--- src/include/cpwc_defs.svh ---
// Purpose: register offsets, field positions and reset values of the CRC configuration block
// Assumes: 32-bit APB data, byte addresses, one aligned word per register
// Notes: definitions only
`ifndef CPWC_DEFS_SVH
`define CPWC_DEFS_SVH

// ****************************************
// register byte offsets
// ****************************************
`define CPWC_OFF_CTRL 8'h00
`define CPWC_OFF_WIDTH_LEN 8'h04
`define CPWC_OFF_TAPS_LOW 8'h08
`define CPWC_OFF_TAPS_HIGH 8'h0c
`define CPWC_OFF_INPUT_LO 8'h10
`define CPWC_OFF_INPUT_HI 8'h14
`define CPWC_OFF_RESULT_LO 8'h18
`define CPWC_OFF_RESULT_HI 8'h1c
`define CPWC_OFF_IRQ_STATUS 8'h20
`define CPWC_OFF_IRQ_MASK 8'h24

// ****************************************
// field positions
// ****************************************
`define CPWC_WIDTH_MSB 12
`define CPWC_WIDTH_LSB 8
`define CPWC_PLEN_MSB 4
`define CPWC_PLEN_LSB 0
`define CPWC_CTRL_RUN 0
`define CPWC_CTRL_ISEL 1
`define CPWC_CTRL_CLEAR 2
`define CPWC_CTRL_BUSY 3
`define CPWC_CTRL_FULL 4
`define CPWC_IRQ_CRC 0
`define CPWC_IRQ_OVFL 1

// ****************************************
// reset values
// ****************************************
`define CPWC_RST_HALF 16'h0000
`define CPWC_RST_LEN 5'h00
`define CPWC_RST_IRQ 2'h0

`endif

--- src/include/cpwc_pkg.sv ---
// Purpose: shared types of the CRC configuration block
// Assumes: nothing beyond the defs header
// Notes: types only, constants live in cpwc_defs.svh
package cpwc_pkg;

    typedef enum logic [3:0] {
        REG_CTRL,
        REG_WIDTH_LEN,
        REG_TAPS_LOW,
        REG_TAPS_HIGH,
        REG_INPUT_LO,
        REG_INPUT_HI,
        REG_RESULT_LO,
        REG_RESULT_HI,
        REG_IRQ_STATUS,
        REG_IRQ_MASK,
        REG_NONE
    } cpwc_reg_t;

    typedef enum logic {
        ST_IDLE,
        ST_SHIFT
    } cpwc_state_t;

    typedef logic [4:0] cpwc_len_t;
    typedef logic [31:0] cpwc_word_t;

endpackage : cpwc_pkg

--- src/verilog/cpwc_shifter.sv ---
// Purpose: serial CRC shifter with programmable length and taps
// Assumes: one bit per enabled cycle, msb-first feed from the caller
// Notes: the x^0 term is implicit, so bit 0 always takes the feedback
module cpwc_shifter (
    input wire logic clk,
    input wire logic reset_n,
    input wire logic step,
    input wire logic clear,
    input wire logic bit_in,
    input wire cpwc_pkg::cpwc_word_t taps,
    input wire cpwc_pkg::cpwc_len_t len_m1,
    output cpwc_pkg::cpwc_word_t crc
);

    // ****************************************
    // feedback network
    // ****************************************
    logic feedback;
    cpwc_pkg::cpwc_word_t next_crc;

    // top stage of the configured length closes the loop
    assign feedback = bit_in ^ crc[len_m1];

    assign next_crc[0] = feedback;

    genvar n;
    generate
        for (n = 1; n < 32; n = n + 1)
        begin : g_stage
            // stages above the polynomial length stay cleared
            assign next_crc[n] = (5'(n) <= len_m1) ? (crc[n - 1] ^ (feedback & taps[n])) : 1'b0;
        end
    endgenerate

    // ****************************************
    // state
    // ****************************************
    always_ff @(posedge clk or negedge reset_n)
    begin
        if (!reset_n)
            crc <= 32'h0000_0000;
        else if (clear)
            crc <= 32'h0000_0000;
        else if (step)
            crc <= next_crc;
    end

endmodule : cpwc_shifter

--- src/verilog/cpwc_regs.sv ---
// Purpose: APB register file, input/result buffers and shift control of the CRC unit
// Assumes: APB3 slave, zero wait states, 250 MHz CLK
// Notes: one data word is shifted msb first, one bit per cycle while running
//
// Local design decisions: the register offsets and the APB interface to the registers.
`include "cpwc_defs.svh"

// What this block does
// - word width comes from config bits 12..8, stored as width minus one
// - polynomial length comes from config bits 4..0, stored as length minus one
// - low tap bits 15..1 enable feedback of terms x^15 down to x^1
// - high tap bits 15..0 enable feedback of terms x^31 down to x^16
// - low tap bit 0 is not stored and always reads zero
// - config bits 15..13 and 7..5 ignore writes and read zero
// - run bit shifts while set and pauses the shifter while clear
// - with source select clear, interrupt fires only when all shifts finish
// - two-half input buffer feeds the shifter, two-half result buffer holds CRC
module cpwc_regs (
    input wire logic CLK,
    input wire logic RESET_N,
    input wire logic PSEL,
    input wire logic PENABLE,
    input wire logic PWRITE,
    input wire logic [7:0] PADDR,
    input wire logic [31:0] PWDATA,
    output logic PREADY,
    output logic [31:0] PRDATA,
    output logic PSLVERR,
    output logic IRQ
);

    // ****************************************
    // address decode
    // ****************************************
    function automatic cpwc_pkg::cpwc_reg_t decode_addr(input logic [7:0] addr);
        cpwc_pkg::cpwc_reg_t sel;
        sel = cpwc_pkg::REG_NONE;
        case (addr)
            `CPWC_OFF_CTRL: sel = cpwc_pkg::REG_CTRL;
            `CPWC_OFF_WIDTH_LEN: sel = cpwc_pkg::REG_WIDTH_LEN;
            `CPWC_OFF_TAPS_LOW: sel = cpwc_pkg::REG_TAPS_LOW;
            `CPWC_OFF_TAPS_HIGH: sel = cpwc_pkg::REG_TAPS_HIGH;
            `CPWC_OFF_INPUT_LO: sel = cpwc_pkg::REG_INPUT_LO;
            `CPWC_OFF_INPUT_HI: sel = cpwc_pkg::REG_INPUT_HI;
            `CPWC_OFF_RESULT_LO: sel = cpwc_pkg::REG_RESULT_LO;
            `CPWC_OFF_RESULT_HI: sel = cpwc_pkg::REG_RESULT_HI;
            `CPWC_OFF_IRQ_STATUS: sel = cpwc_pkg::REG_IRQ_STATUS;
            `CPWC_OFF_IRQ_MASK: sel = cpwc_pkg::REG_IRQ_MASK;
            default: sel = cpwc_pkg::REG_NONE;
        endcase
        return sel;
    endfunction : decode_addr

    // ****************************************
    // declarations
    // ****************************************
    logic shifter_run, irq_source_select;
    cpwc_pkg::cpwc_len_t word_width_minus_one, poly_length_minus_one;
    logic [15:1] taps_low;
    logic [15:0] taps_high;
    logic [15:0] input_lo, input_hi;
    logic input_full;
    logic [15:0] result_lo, result_hi;
    logic [1:0] irq_status, irq_mask;
    cpwc_pkg::cpwc_state_t state, next_state;
    cpwc_pkg::cpwc_word_t shift_word, crc;
    logic [5:0] bits_left;
    logic word_end, word_end_idle;
    logic [31:0] prdata;
    logic pslverr;

    wire setup_phase, wr_en;
    cpwc_pkg::cpwc_reg_t rd_sel, wr_sel;
    wire wr_ctrl, wr_width_len, wr_taps_low, wr_taps_high, wr_input_lo, wr_input_hi, wr_irq_status, wr_irq_mask;
    wire crc_clear, input_accept, input_overflow, start_word, shift_step, last_bit, shift_bit, crc_event;
    wire [1:0] irq_set;
    cpwc_pkg::cpwc_word_t taps;
    logic [31:0] rd_value;

    // ****************************************
    // APB decode
    // ****************************************
    // read data is captured in the setup cycle so PRDATA is a flop and no wait state is needed
    assign setup_phase = PSEL & ~PENABLE;
    assign wr_en = PSEL & PENABLE & PWRITE;
    assign rd_sel = decode_addr(PADDR);
    assign wr_sel = decode_addr(PADDR);
    assign wr_ctrl = wr_en & (wr_sel == cpwc_pkg::REG_CTRL);
    assign wr_width_len = wr_en & (wr_sel == cpwc_pkg::REG_WIDTH_LEN);
    assign wr_taps_low = wr_en & (wr_sel == cpwc_pkg::REG_TAPS_LOW);
    assign wr_taps_high = wr_en & (wr_sel == cpwc_pkg::REG_TAPS_HIGH);
    assign wr_input_lo = wr_en & (wr_sel == cpwc_pkg::REG_INPUT_LO);
    assign wr_input_hi = wr_en & (wr_sel == cpwc_pkg::REG_INPUT_HI);
    assign wr_irq_status = wr_en & (wr_sel == cpwc_pkg::REG_IRQ_STATUS);
    assign wr_irq_mask = wr_en & (wr_sel == cpwc_pkg::REG_IRQ_MASK);
    assign PREADY = 1'b1;
    assign PRDATA = prdata;
    assign PSLVERR = pslverr;

    // ****************************************
    // configuration registers
    // ****************************************
    // unimplemented bits are simply not stored
    always_ff @(posedge CLK or negedge RESET_N)
    begin
        if (!RESET_N)
        begin
            word_width_minus_one <= `CPWC_RST_LEN;
            poly_length_minus_one <= `CPWC_RST_LEN;
        end
        else if (wr_width_len)
        begin
            word_width_minus_one <= PWDATA[`CPWC_WIDTH_MSB:`CPWC_WIDTH_LSB];
            poly_length_minus_one <= PWDATA[`CPWC_PLEN_MSB:`CPWC_PLEN_LSB];
        end
    end

    always_ff @(posedge CLK or negedge RESET_N)
    begin
        if (!RESET_N)
            taps_low <= 15'(`CPWC_RST_HALF >> 1);
        else if (wr_taps_low)
            taps_low <= PWDATA[15:1];
    end

    always_ff @(posedge CLK or negedge RESET_N)
    begin
        if (!RESET_N)
            taps_high <= `CPWC_RST_HALF;
        else if (wr_taps_high)
            taps_high <= PWDATA[15:0];
    end

    // high half maps to x^31..x^16, low half to x^15..x^1, x^0 implicit
    assign taps = {taps_high, taps_low, 1'b0};

    always_ff @(posedge CLK or negedge RESET_N)
    begin
        if (!RESET_N)
        begin
            shifter_run <= 1'b0;
            irq_source_select <= 1'b0;
        end
        else if (wr_ctrl)
        begin
            shifter_run <= PWDATA[`CPWC_CTRL_RUN];
            irq_source_select <= PWDATA[`CPWC_CTRL_ISEL];
        end
    end

    assign crc_clear = wr_ctrl & PWDATA[`CPWC_CTRL_CLEAR];

    // ****************************************
    // input buffer
    // ****************************************
    // writes while a word is still pending are dropped and flagged, so data is never overwritten
    assign input_accept = ~input_full;
    assign input_overflow = (wr_input_lo | wr_input_hi) & input_full;

    always_ff @(posedge CLK or negedge RESET_N)
    begin
        if (!RESET_N)
        begin
            input_lo <= `CPWC_RST_HALF;
            input_hi <= `CPWC_RST_HALF;
        end
        else
        begin
            if (wr_input_lo & input_accept)
                input_lo <= PWDATA[15:0];
            if (wr_input_hi & input_accept)
                input_hi <= PWDATA[15:0];
        end
    end

    // the high half commits the word to the shifter
    always_ff @(posedge CLK or negedge RESET_N)
    begin
        if (!RESET_N)
            input_full <= 1'b0;
        else
            input_full <= (input_full & ~start_word) | (wr_input_hi & input_accept);
    end

    // ****************************************
    // shift control
    // ****************************************
    // one idle cycle between words keeps the control simple at a small cost in throughput
    assign start_word = shifter_run & (state == cpwc_pkg::ST_IDLE) & input_full;
    assign shift_step = shifter_run & (state == cpwc_pkg::ST_SHIFT);
    assign last_bit = shift_step & (bits_left == 6'd1);
    assign shift_bit = shift_word[5'(bits_left - 6'd1)];

    always_comb
    begin
        next_state = state;
        unique case (state)
            cpwc_pkg::ST_IDLE:
            begin
                if (start_word)
                    next_state = cpwc_pkg::ST_SHIFT;
            end
            cpwc_pkg::ST_SHIFT:
            begin
                if (last_bit)
                    next_state = cpwc_pkg::ST_IDLE;
            end
        endcase
    end

    always_ff @(posedge CLK or negedge RESET_N)
    begin
        if (!RESET_N)
            state <= cpwc_pkg::ST_IDLE;
        else
            state <= next_state;
    end

    always_ff @(posedge CLK or negedge RESET_N)
    begin
        if (!RESET_N)
        begin
            shift_word <= 32'h0000_0000;
            bits_left <= 6'h00;
        end
        else if (start_word)
        begin
            shift_word <= {input_hi, input_lo};
            bits_left <= {1'b0, word_width_minus_one} + 6'd1;
        end
        else if (shift_step)
            bits_left <= bits_left - 6'd1;
    end

    cpwc_shifter u_shifter (
        .clk(CLK),
        .reset_n(RESET_N),
        .step(shift_step),
        .clear(crc_clear),
        .bit_in(shift_bit),
        .taps(taps),
        .len_m1(poly_length_minus_one),
        .crc(crc)
    );

    // ****************************************
    // result buffer and completion
    // ****************************************
    // result and completion flag appear on the same edge, one cycle after the last shift
    always_ff @(posedge CLK or negedge RESET_N)
    begin
        if (!RESET_N)
        begin
            word_end <= 1'b0;
            word_end_idle <= 1'b0;
        end
        else
        begin
            word_end <= last_bit;
            word_end_idle <= last_bit & ~input_full;
        end
    end

    always_ff @(posedge CLK or negedge RESET_N)
    begin
        if (!RESET_N)
        begin
            result_lo <= `CPWC_RST_HALF;
            result_hi <= `CPWC_RST_HALF;
        end
        else if (word_end | crc_clear)
        begin
            result_lo <= crc_clear ? `CPWC_RST_HALF : crc[15:0];
            result_hi <= crc_clear ? `CPWC_RST_HALF : crc[31:16];
        end
    end

    // ****************************************
    // interrupts
    // ****************************************
    // select clear: all shifts done; select set: input buffer has drained
    assign crc_event = irq_source_select ? start_word : word_end_idle;
    assign irq_set = {input_overflow, crc_event};

    // a new event beats a write-one-clear in the same cycle
    always_ff @(posedge CLK or negedge RESET_N)
    begin
        if (!RESET_N)
            irq_status <= `CPWC_RST_IRQ;
        else
            irq_status <= (irq_status & ~(wr_irq_status ? PWDATA[1:0] : 2'b00)) | irq_set;
    end

    always_ff @(posedge CLK or negedge RESET_N)
    begin
        if (!RESET_N)
            irq_mask <= `CPWC_RST_IRQ;
        else if (wr_irq_mask)
            irq_mask <= PWDATA[1:0];
    end

    assign IRQ = |(irq_status & irq_mask);

    // ****************************************
    // read path
    // ****************************************
    assign rd_value =
        (rd_sel == cpwc_pkg::REG_CTRL) ?
            {27'h0, input_full, state == cpwc_pkg::ST_SHIFT, 1'b0, irq_source_select, shifter_run} :
        (rd_sel == cpwc_pkg::REG_WIDTH_LEN) ?
            {19'h0, word_width_minus_one, 3'h0, poly_length_minus_one} :
        (rd_sel == cpwc_pkg::REG_TAPS_LOW) ? {16'h0, taps_low, 1'b0} :
        (rd_sel == cpwc_pkg::REG_TAPS_HIGH) ? {16'h0, taps_high} :
        (rd_sel == cpwc_pkg::REG_INPUT_LO) ? {16'h0, input_lo} :
        (rd_sel == cpwc_pkg::REG_INPUT_HI) ? {16'h0, input_hi} :
        (rd_sel == cpwc_pkg::REG_RESULT_LO) ? {16'h0, result_lo} :
        (rd_sel == cpwc_pkg::REG_RESULT_HI) ? {16'h0, result_hi} :
        (rd_sel == cpwc_pkg::REG_IRQ_STATUS) ? {30'h0, irq_status} :
        (rd_sel == cpwc_pkg::REG_IRQ_MASK) ? {30'h0, irq_mask} :
        32'h0000_0000;

    always_ff @(posedge CLK or negedge RESET_N)
    begin
        if (!RESET_N)
        begin
            prdata <= 32'h0000_0000;
            pslverr <= 1'b0;
        end
        else if (setup_phase)
        begin
            prdata <= PWRITE ? 32'h0000_0000 : rd_value;
            pslverr <= (rd_sel == cpwc_pkg::REG_NONE);
        end
    end

endmodule : cpwc_regs

--- config.mk ---
export PLATFORM = sky130hd
export DESIGN_NAME = cpwc_regs
export DESIGN_NICKNAME = d
export VERILOG_FILES = /design/src/include/cpwc_pkg.sv /design/src/verilog/cpwc_shifter.sv /design/src/verilog/cpwc_regs.sv
export VERILOG_INCLUDE_DIRS = /design/src /design/src/include
export SDC_FILE = /design/constraint.sdc
export NUM_CORES = 1
export LEC_CHECK = 0
export ABC_AREA = 0
export BUFFER_PORTS_ARGS = -buffer_cell sky130_fd_sc_hd__buf_2
export CORE_MARGIN = 1.5
export CORE_UTILIZATION = 30
export CTS_BUF_LIST = sky130_fd_sc_hd__clkbuf_2
export DETAILED_ROUTE_END_ITERATION = 12
export MAX_ROUTING_LAYER = met4
export PLACE_DENSITY = 0.57
export SYNTH_ARGS = -nofsm -noshare
export SYNTH_HDL_FRONTEND = slang
export SYNTH_SLANG_ARGS = --single-unit
--- constraint.sdc ---
create_clock -name CLK -period 2.8 [get_ports CLK]
set_input_delay 0 -clock CLK [delete_from_list [all_inputs] [get_ports CLK]]
set_output_delay 0 -clock CLK [all_outputs]
set_load 0.02 [all_outputs]
### After elaboration in Yosys (flattened, before gate mapping)

Cells that the tools add are included.
Widths: inputs -> output; s select.

* $add $sub $neg: 2
* order comparisons: 33
* equal/unequal tests: 20
* mux-type cells: 58
* bitwise gates (word level): 95
* reduce and logical (&&, ||, !) cells: 5

Operators with widths (count)
* $mux 16: 11
* $le 5x5->1 const A: 16
* $mux 32: 2
* $and 1x1->1: 52
* $le 4x5->1 const A: 8
* $pmux 4 s10: 1
* $mux 1: 36
* $eq 8x5->1 const B: 4
* $xor 1x1->1: 32
* $le 3x5->1 const A: 4
* $eq 4x3->1 const B: 4
* $eq 8x4->1 const B: 2
* $eq 8x6->1 const B: 2
* $eq 4x4->1 const B: 3
* $lt 5x6->1 const B: 2
* $mux 6: 2
* $bmux 1 s5: 2
* $le 2x5->1 const A: 2
* $eq 4x2->1 const B: 2
* $eq 8x3->1 const B: 1
* $logic_not 8->1: 1
* $add 5x1->6 const B: 1
* $eq 6x1->1 const B: 1
* $mux 2: 3
* 12 further kinds: 19

* bits in registers: 218
* input bits: 45
* output and inout bits: 35
* word-level logic and storage cells: 234

### Longest topological paths before layout

* depth after elaboration: 14
* gate-level depth with buffers: 13
* gate-level depth less buffers: 10

### Modules after synthesis

Synthesis repeated with hierarchy kept, for this count alone.

* cells, all modules: 1158
* area, all modules: 11891.4 um^2

Modules (own cells, without submodules)
* cpwc_regs: times used 1, cells each 684, area an instance 8545.7 um^2, sequential area each 4254.1 um^2
* cpwc_shifter: times used 1, cells each 474, area an instance 3345.7 um^2, sequential area each 800.8 um^2

### Least setup slack after synthesis

No wires, ideal clock.

* path type: reg2reg
* start: register bits_left[0]
* end: register u_shifter.crc[12]
* setup time: 122 ps
* arrival: 2790 ps
* required time: 2678 ps
* path slack: -111 ps
* cell stages (with the launch flop): 14
* buffers on the path: 3
* clock period less this slack: 2911 ps
* cells stage by stage: dfrtp_1 -> clkbuf_1 -> inv_1 -> ha_1 -> xor2_4 -> buf_8 -> mux2i_1 -> a221o_1 -> o221ai_2 -> a21o_4 -> buf_6 -> nand3_2 -> xnor2_1 -> a32o_1

* word-level cells in the longest chain between the ends: 9

Ends and longest elaborated chain
* start: declaration: RTL line cpwc_regs.sv:67 `logic [5:0] bits_left;`
* start signal: assignment: RTL line cpwc_regs.sv:229 `bits_left <= {1'b0, word_width_minus_one} + 6'd1;`
* start signal: assignment: RTL line cpwc_regs.sv:232 `bits_left <= bits_left - 6'd1;`
* $sub 6x1->6
* $bmux 1 s5: RTL line cpwc_regs.sv:192 `assign shift_bit = shift_word[5'(bits_left - 6'd1)];`
* $mux 1 (implied by the code): RTL line cpwc_regs.sv:192
* $xor 1x1->1: RTL line cpwc_shifter.sv:22 `assign feedback = bit_in ^ crc[len_m1];`
* $and 1x1->1: RTL line cpwc_shifter.sv:31 `assign next_crc[n] = (5'(n) <= len_m1) ? (crc[n - 1] ^ (feedback & taps[n])) : 1'b0;`
* $xor 1x1->1: RTL line cpwc_shifter.sv:31
* $mux 1: RTL line cpwc_shifter.sv:31
* $mux 32: RTL line cpwc_shifter.sv:44 `else if (step)`
* $mux 32: RTL line cpwc_shifter.sv:42 `else if (clear)`
* end signal: assignment: RTL line cpwc_shifter.sv:45 `crc <= next_crc;`
* end: declaration: RTL line cpwc_shifter.sv:12 `output cpwc_pkg::cpwc_word_t crc`

Every way passes these cells. The select of a mux whose other input is x is not followed.
A chain may end at the register's enable or synchronous reset.

### Worst setup path in the final report

* start: input PADDR[6]
* end: register taps_low[13] in the netlist's numbering

* word-level cells in the longest chain between the ends: 4
* elaborated cells between the ends (all ways): 13
* classes of those cells: 10 x eq/ne; 1 x mux; 1 x bitwise; 1 x reduce/logical

Ends and longest elaborated chain
* start: declaration: RTL line cpwc_regs.sv:24 `input wire logic [7:0] PADDR,`
* $eq 8x6->1, or another cell as far along: RTL line cpwc_regs.sv:38 `case (addr)`
* $pmux 4 s10 (*): RTL line cpwc_regs.sv:38
* $eq 4x2->1 (*): RTL line cpwc_regs.sv:90 `assign wr_taps_low = wr_en & (wr_sel == cpwc_pkg::REG_TAPS_LOW);`
* $and 1x1->1 (*): RTL line cpwc_regs.sv:90
* end signal: assignment: RTL line cpwc_regs.sv:121 `` taps_low <= 15'(`CPWC_RST_HALF >> 1); ``
* end signal: assignment: RTL line cpwc_regs.sv:123 `taps_low <= PWDATA[15:1];`
* end: declaration: RTL line cpwc_regs.sv:59 `logic [15:1] taps_low;`

Every way passes the cells marked *; elsewhere a longest branch is shown, timed or not.

==> impl_results.md <==
- FP Rows: 68
- EDFF count, synth: 0
- Register bit total from synthesis: 202
- Fmax: 358.4 MHz
- Pins Over Slew Limit: 0
- Initial Utilization: 30.37%
- Worst Hold Class: in -> reg
- Die W: 189.5 um
- Async SR Flop Fraction: between 90% and 100%
- Mean post-synth cell area: 11.08 um2
- Ports: 80
- Worst-Skew Late Latency: 0.88 ns
- Count of input and output buffers: 46
- Final Setup Violations: 0
- Fill cells: about 3500
- Core outline area: 0.03437 mm2
- Sequential share of the synthesized area: 48.43%
- Post-Syn Area: 0.01044 mm2
- Power density over the cells: 577.8 mW/mm2
- Clk Tree Root Cell: clkbuf_2
- Area delta synth->final: 20.35%
- CTS clk-pin slew, worst paths: 0.09 ns
- Slew HR: 28.68%
- Hold Crit Start: PADDR[7]
- Most frequent cells in the layout: 200 x dfrtp_1, 111 x mux2_2, 88 x clkbuf_2, 79 x nand2_1, 70 x nor2_1
- Endpoint, Worst Hold: PRDATA[2]$_DFFE_PN0P_
- Reg2reg end: u_shifter.crc[25]$_DFFE_PN0P_
- Yosys warning count: 0
- Outcome: finished clean
- Routed wire per std cell: ~21 um
- Worst-margin pin slew: 1.070 ns
- Tmin final: 2.790 ns
- Synth Flop Type: dfrtp_1
- Power Total: 0.007258 W
- Final ANT Viol Nets: 0
- # nets final: 1138
- Critical Path RT: 3.56 ns
- Worst r2r path cells: 9
- Grt ovf: 0
- Worst vdd ir: approximately 0.00033 V
- Crit Reg-Reg Startpoint: poly_length_minus_one[1]$_DFFE_PN0P_
- # Max-Cap Violations: 0
- Crit start category: input port
- Final worst clock skew: 0.08693 ns
- Vias in the first global route: 8274
- Crit. End Element: register
- Final Hold Fails: 0
- Total routed wirelength: 32.99 mm
- RSZ-0062 raised after global routing: yes
- Detailed Route Iter0 Violations: 648
- Via count: around 8400
- GPL Wtd Cong: 0.8726
- Die area: 0.03592 mm2
- Final core occ: 36.55%
- Drt drc: 0
- Commonest non-fill, non-tap cell in the layout: dfrtp_1
- Post-DP Area: 0.01134 mm2
- Total GRT Usage: between 10% and 20%
- Die H: around 190 um
- H-tree levels: 2
- First-pass GRT wire length: 50.52 mm
- TritonCTS Sinks: 202
- Via density: approximately 5.3
- Internal reg-to-reg setup slack: ~0.030 ns
- CP Class: in -> reg
- Critical path fanouts, max: 14
- Critical path arrival: 3.55 ns
- Yosys cell types: 56
- Post-route cell area: between 0.01 and 0.015 mm2
- Setup WS post-layout: 0.009740 ns
- Dpl hpwl: 22.63 mm
- CTS tree: yes
- Maximum root-to-sink buffer count: 3
- Setup TNS: 0 ns
- Share of cells above drive strength 1: 31.89%
- Largest net degree at the start of global routing: 96
- Lkg Pwr: 5.692 nW
- Hold path depth: 7
- Initial antenna violation count: 1
- 1st-pass router iterations: 5
- Pre-CTS WS: -0.1593 ns
- Period utilisation layout: 99.65%
- CTS buffer count: 54
- Syn Inst Count: ~940
[critical path: stages]
cell and delay (ns):
dlygate4sd3_1 0.53, buf_2 0.12, or4_4 0.55, nor2_2 0.15, buf_6 0.19, nand3_1 0.09
dlygate4sd3_1 0.60, nor2_1 0.18, buf_6 0.23, mux2_2 0.35, dlygate4sd3_1 0.55
[routing by layer]
layer / up-vias / global-route usage [%] / wire length [um]
met4: 0 / 6.777 / 899
met1: 4186 / 25.65 / 14940
li1: 3723 / - / -
met3: 69 / 3.800 / 2337
met2: 381 / 28.12 / 14810
met5: - / - / 0
[cell type report]
class / instances / area [um2] / share of cell area (%)
Clock inverter: 7 / 78.83 / 0.6275
Antenna cell: 2 / 5.005 / 0.03984
Clock buffer: 88 / 440.4 / 3.506
Timing Repair Buffer: 155 / 1277 / 10.17
Tap cell: 455 / 569.3 / 4.532
Sequential cell: 202 / 5057 / 40.26
Inverter: 12 / 45.04 / 0.3586
Multi-Input combinational cell: 665 / 5089 / 40.51
[logic make-up (layout without fill, tap and decap cells)]
| group | after synthesis | after routing | share of synthesized area, % |
|---|---|---|---|
| compound gates | 182 | 184 | 12.13 |
| xor+xnor | 39 | 39 | 3.452 |
| fa+ha+maj | 3 | 3 | 0.3597 |
| buf+inv | 92 | 262 | 4.387 |
| flops | 202 | 202 | 48.43 |
| mux | 182 | 182 | 20.46 |
| other cells | 2 | 19 | 0.07195 |
| simple gates | 240 | 240 | 10.70 |
[power breakdown]
group | total (W) | switching (W) | leakage [nW] | internal (W)
Clock | 0.00225 | 0.00126 | 0.402 | 0.000994
Sequential | 0.00307 | 0.0000897 | 2.61 | 0.00298
Combinational | 0.00194 | 0.00108 | 2.68 | 0.000858
[flip-flops by register name, summed over array words and instances (netlist names)]
register               count
word_end_idle              1
PSLVERR                    1
irq_status                 2
u_shifter.crc             32
irq_mask                   2
result_hi                 16
PRDATA                    16
result_lo                 16
bits_left                  6
input_hi                  16
poly_length_minus_one      5
input_full                 1
word_width_minus_one       5
shifter_run                1
state                      1
taps_high                 16
taps_low                  15
input_lo                  16
irq_source_select          1
shift_word                32
word_end                   1
[how the worst max path moves through the flow]
stage                                                    start                       endpoint  slack (ns)  depth (start not counted)
after floorplan                       bits_left[0]$_DFFE_PN0P_  u_shifter.crc[12]$_DFFE_PN0P_        0.02                         13
after global placement    poly_length_minus_one[1]$_DFFE_PN0P_   u_shifter.crc[1]$_DFFE_PN0P_       -0.17                          9
after detailed placement  poly_length_minus_one[1]$_DFFE_PN0P_   u_shifter.crc[1]$_DFFE_PN0P_       -0.16                          9
after CTS                             bits_left[0]$_DFFE_PN0P_   u_shifter.crc[1]$_DFFE_PN0P_       0.003                         13
after global routing                  bits_left[0]$_DFFE_PN0P_  u_shifter.crc[20]$_DFFE_PN0P_       -0.06                         14
final                                                 PADDR[6]       taps_low[13]$_DFFE_PN0P_        0.01                         11
[stage by stage]
step	hold slack (ns)	std cells
2_1_floorplan	-0.2956	957
3_3_place_gp	0.1502	1431
3_5_place_dp	0.1472	1431
4_1_cts	0.002034	1578
5_1_grt	0.03269	1585
6_report	0.03166	1586
[Yosys cell counts, types with 4 or more instances]
cell type | n | share of area (%)
mux2i_1 | 57 | 5.5
o2111ai_1 | 5 | 0.42
nand2_1 | 79 | 2.8
mux4_2 | 14 | 3.0
nor2_1 | 73 | 2.6
buf_1 | 5 | 0.18
a21oi_1 | 33 | 1.6
a31oi_1 | 5 | 0.30
xnor2_1 | 20 | 1.7
nor3_1 | 8 | 0.38
buf_6 | 4 | 0.43
xor2_1 | 18 | 1.5
buf_4 | 18 | 1.3
and2_1 | 4 | 0.24
a22oi_1 | 6 | 0.43
a22o_1 | 8 | 0.67
inv_1 | 12 | 0.43
a311oi_1 | 5 | 0.42
clkbuf_1 | 49 | 1.8
dfrtp_1 | 202 | 48
or3_1 | 5 | 0.30
mux2_2 | 111 | 12
o22a_1 | 4 | 0.34
a221oi_1 | 5 | 0.42
o22ai_1 | 12 | 0.72
o41ai_2 | 4 | 0.62
a32o_1 | 16 | 1.5
nand3_2 | 12 | 1.2
nand3_1 | 38 | 1.8
o21ai_0 | 55 | 2.6
and3_1 | 8 | 0.48
[what timing repair did]
action / 4_1_cts / 5_1_grt
gates resized for setup: 8 / 19
buffers inserted: 3 / 1
hold buffers: 48 / 2
pin swaps: 2 / 4
gates cloned: 1 / 3
endpoints found under the hold margin: 320 / 1
endpoints found under the setup margin: 31 / 32
Note: power is estimated with default switching activity, not from simulation.
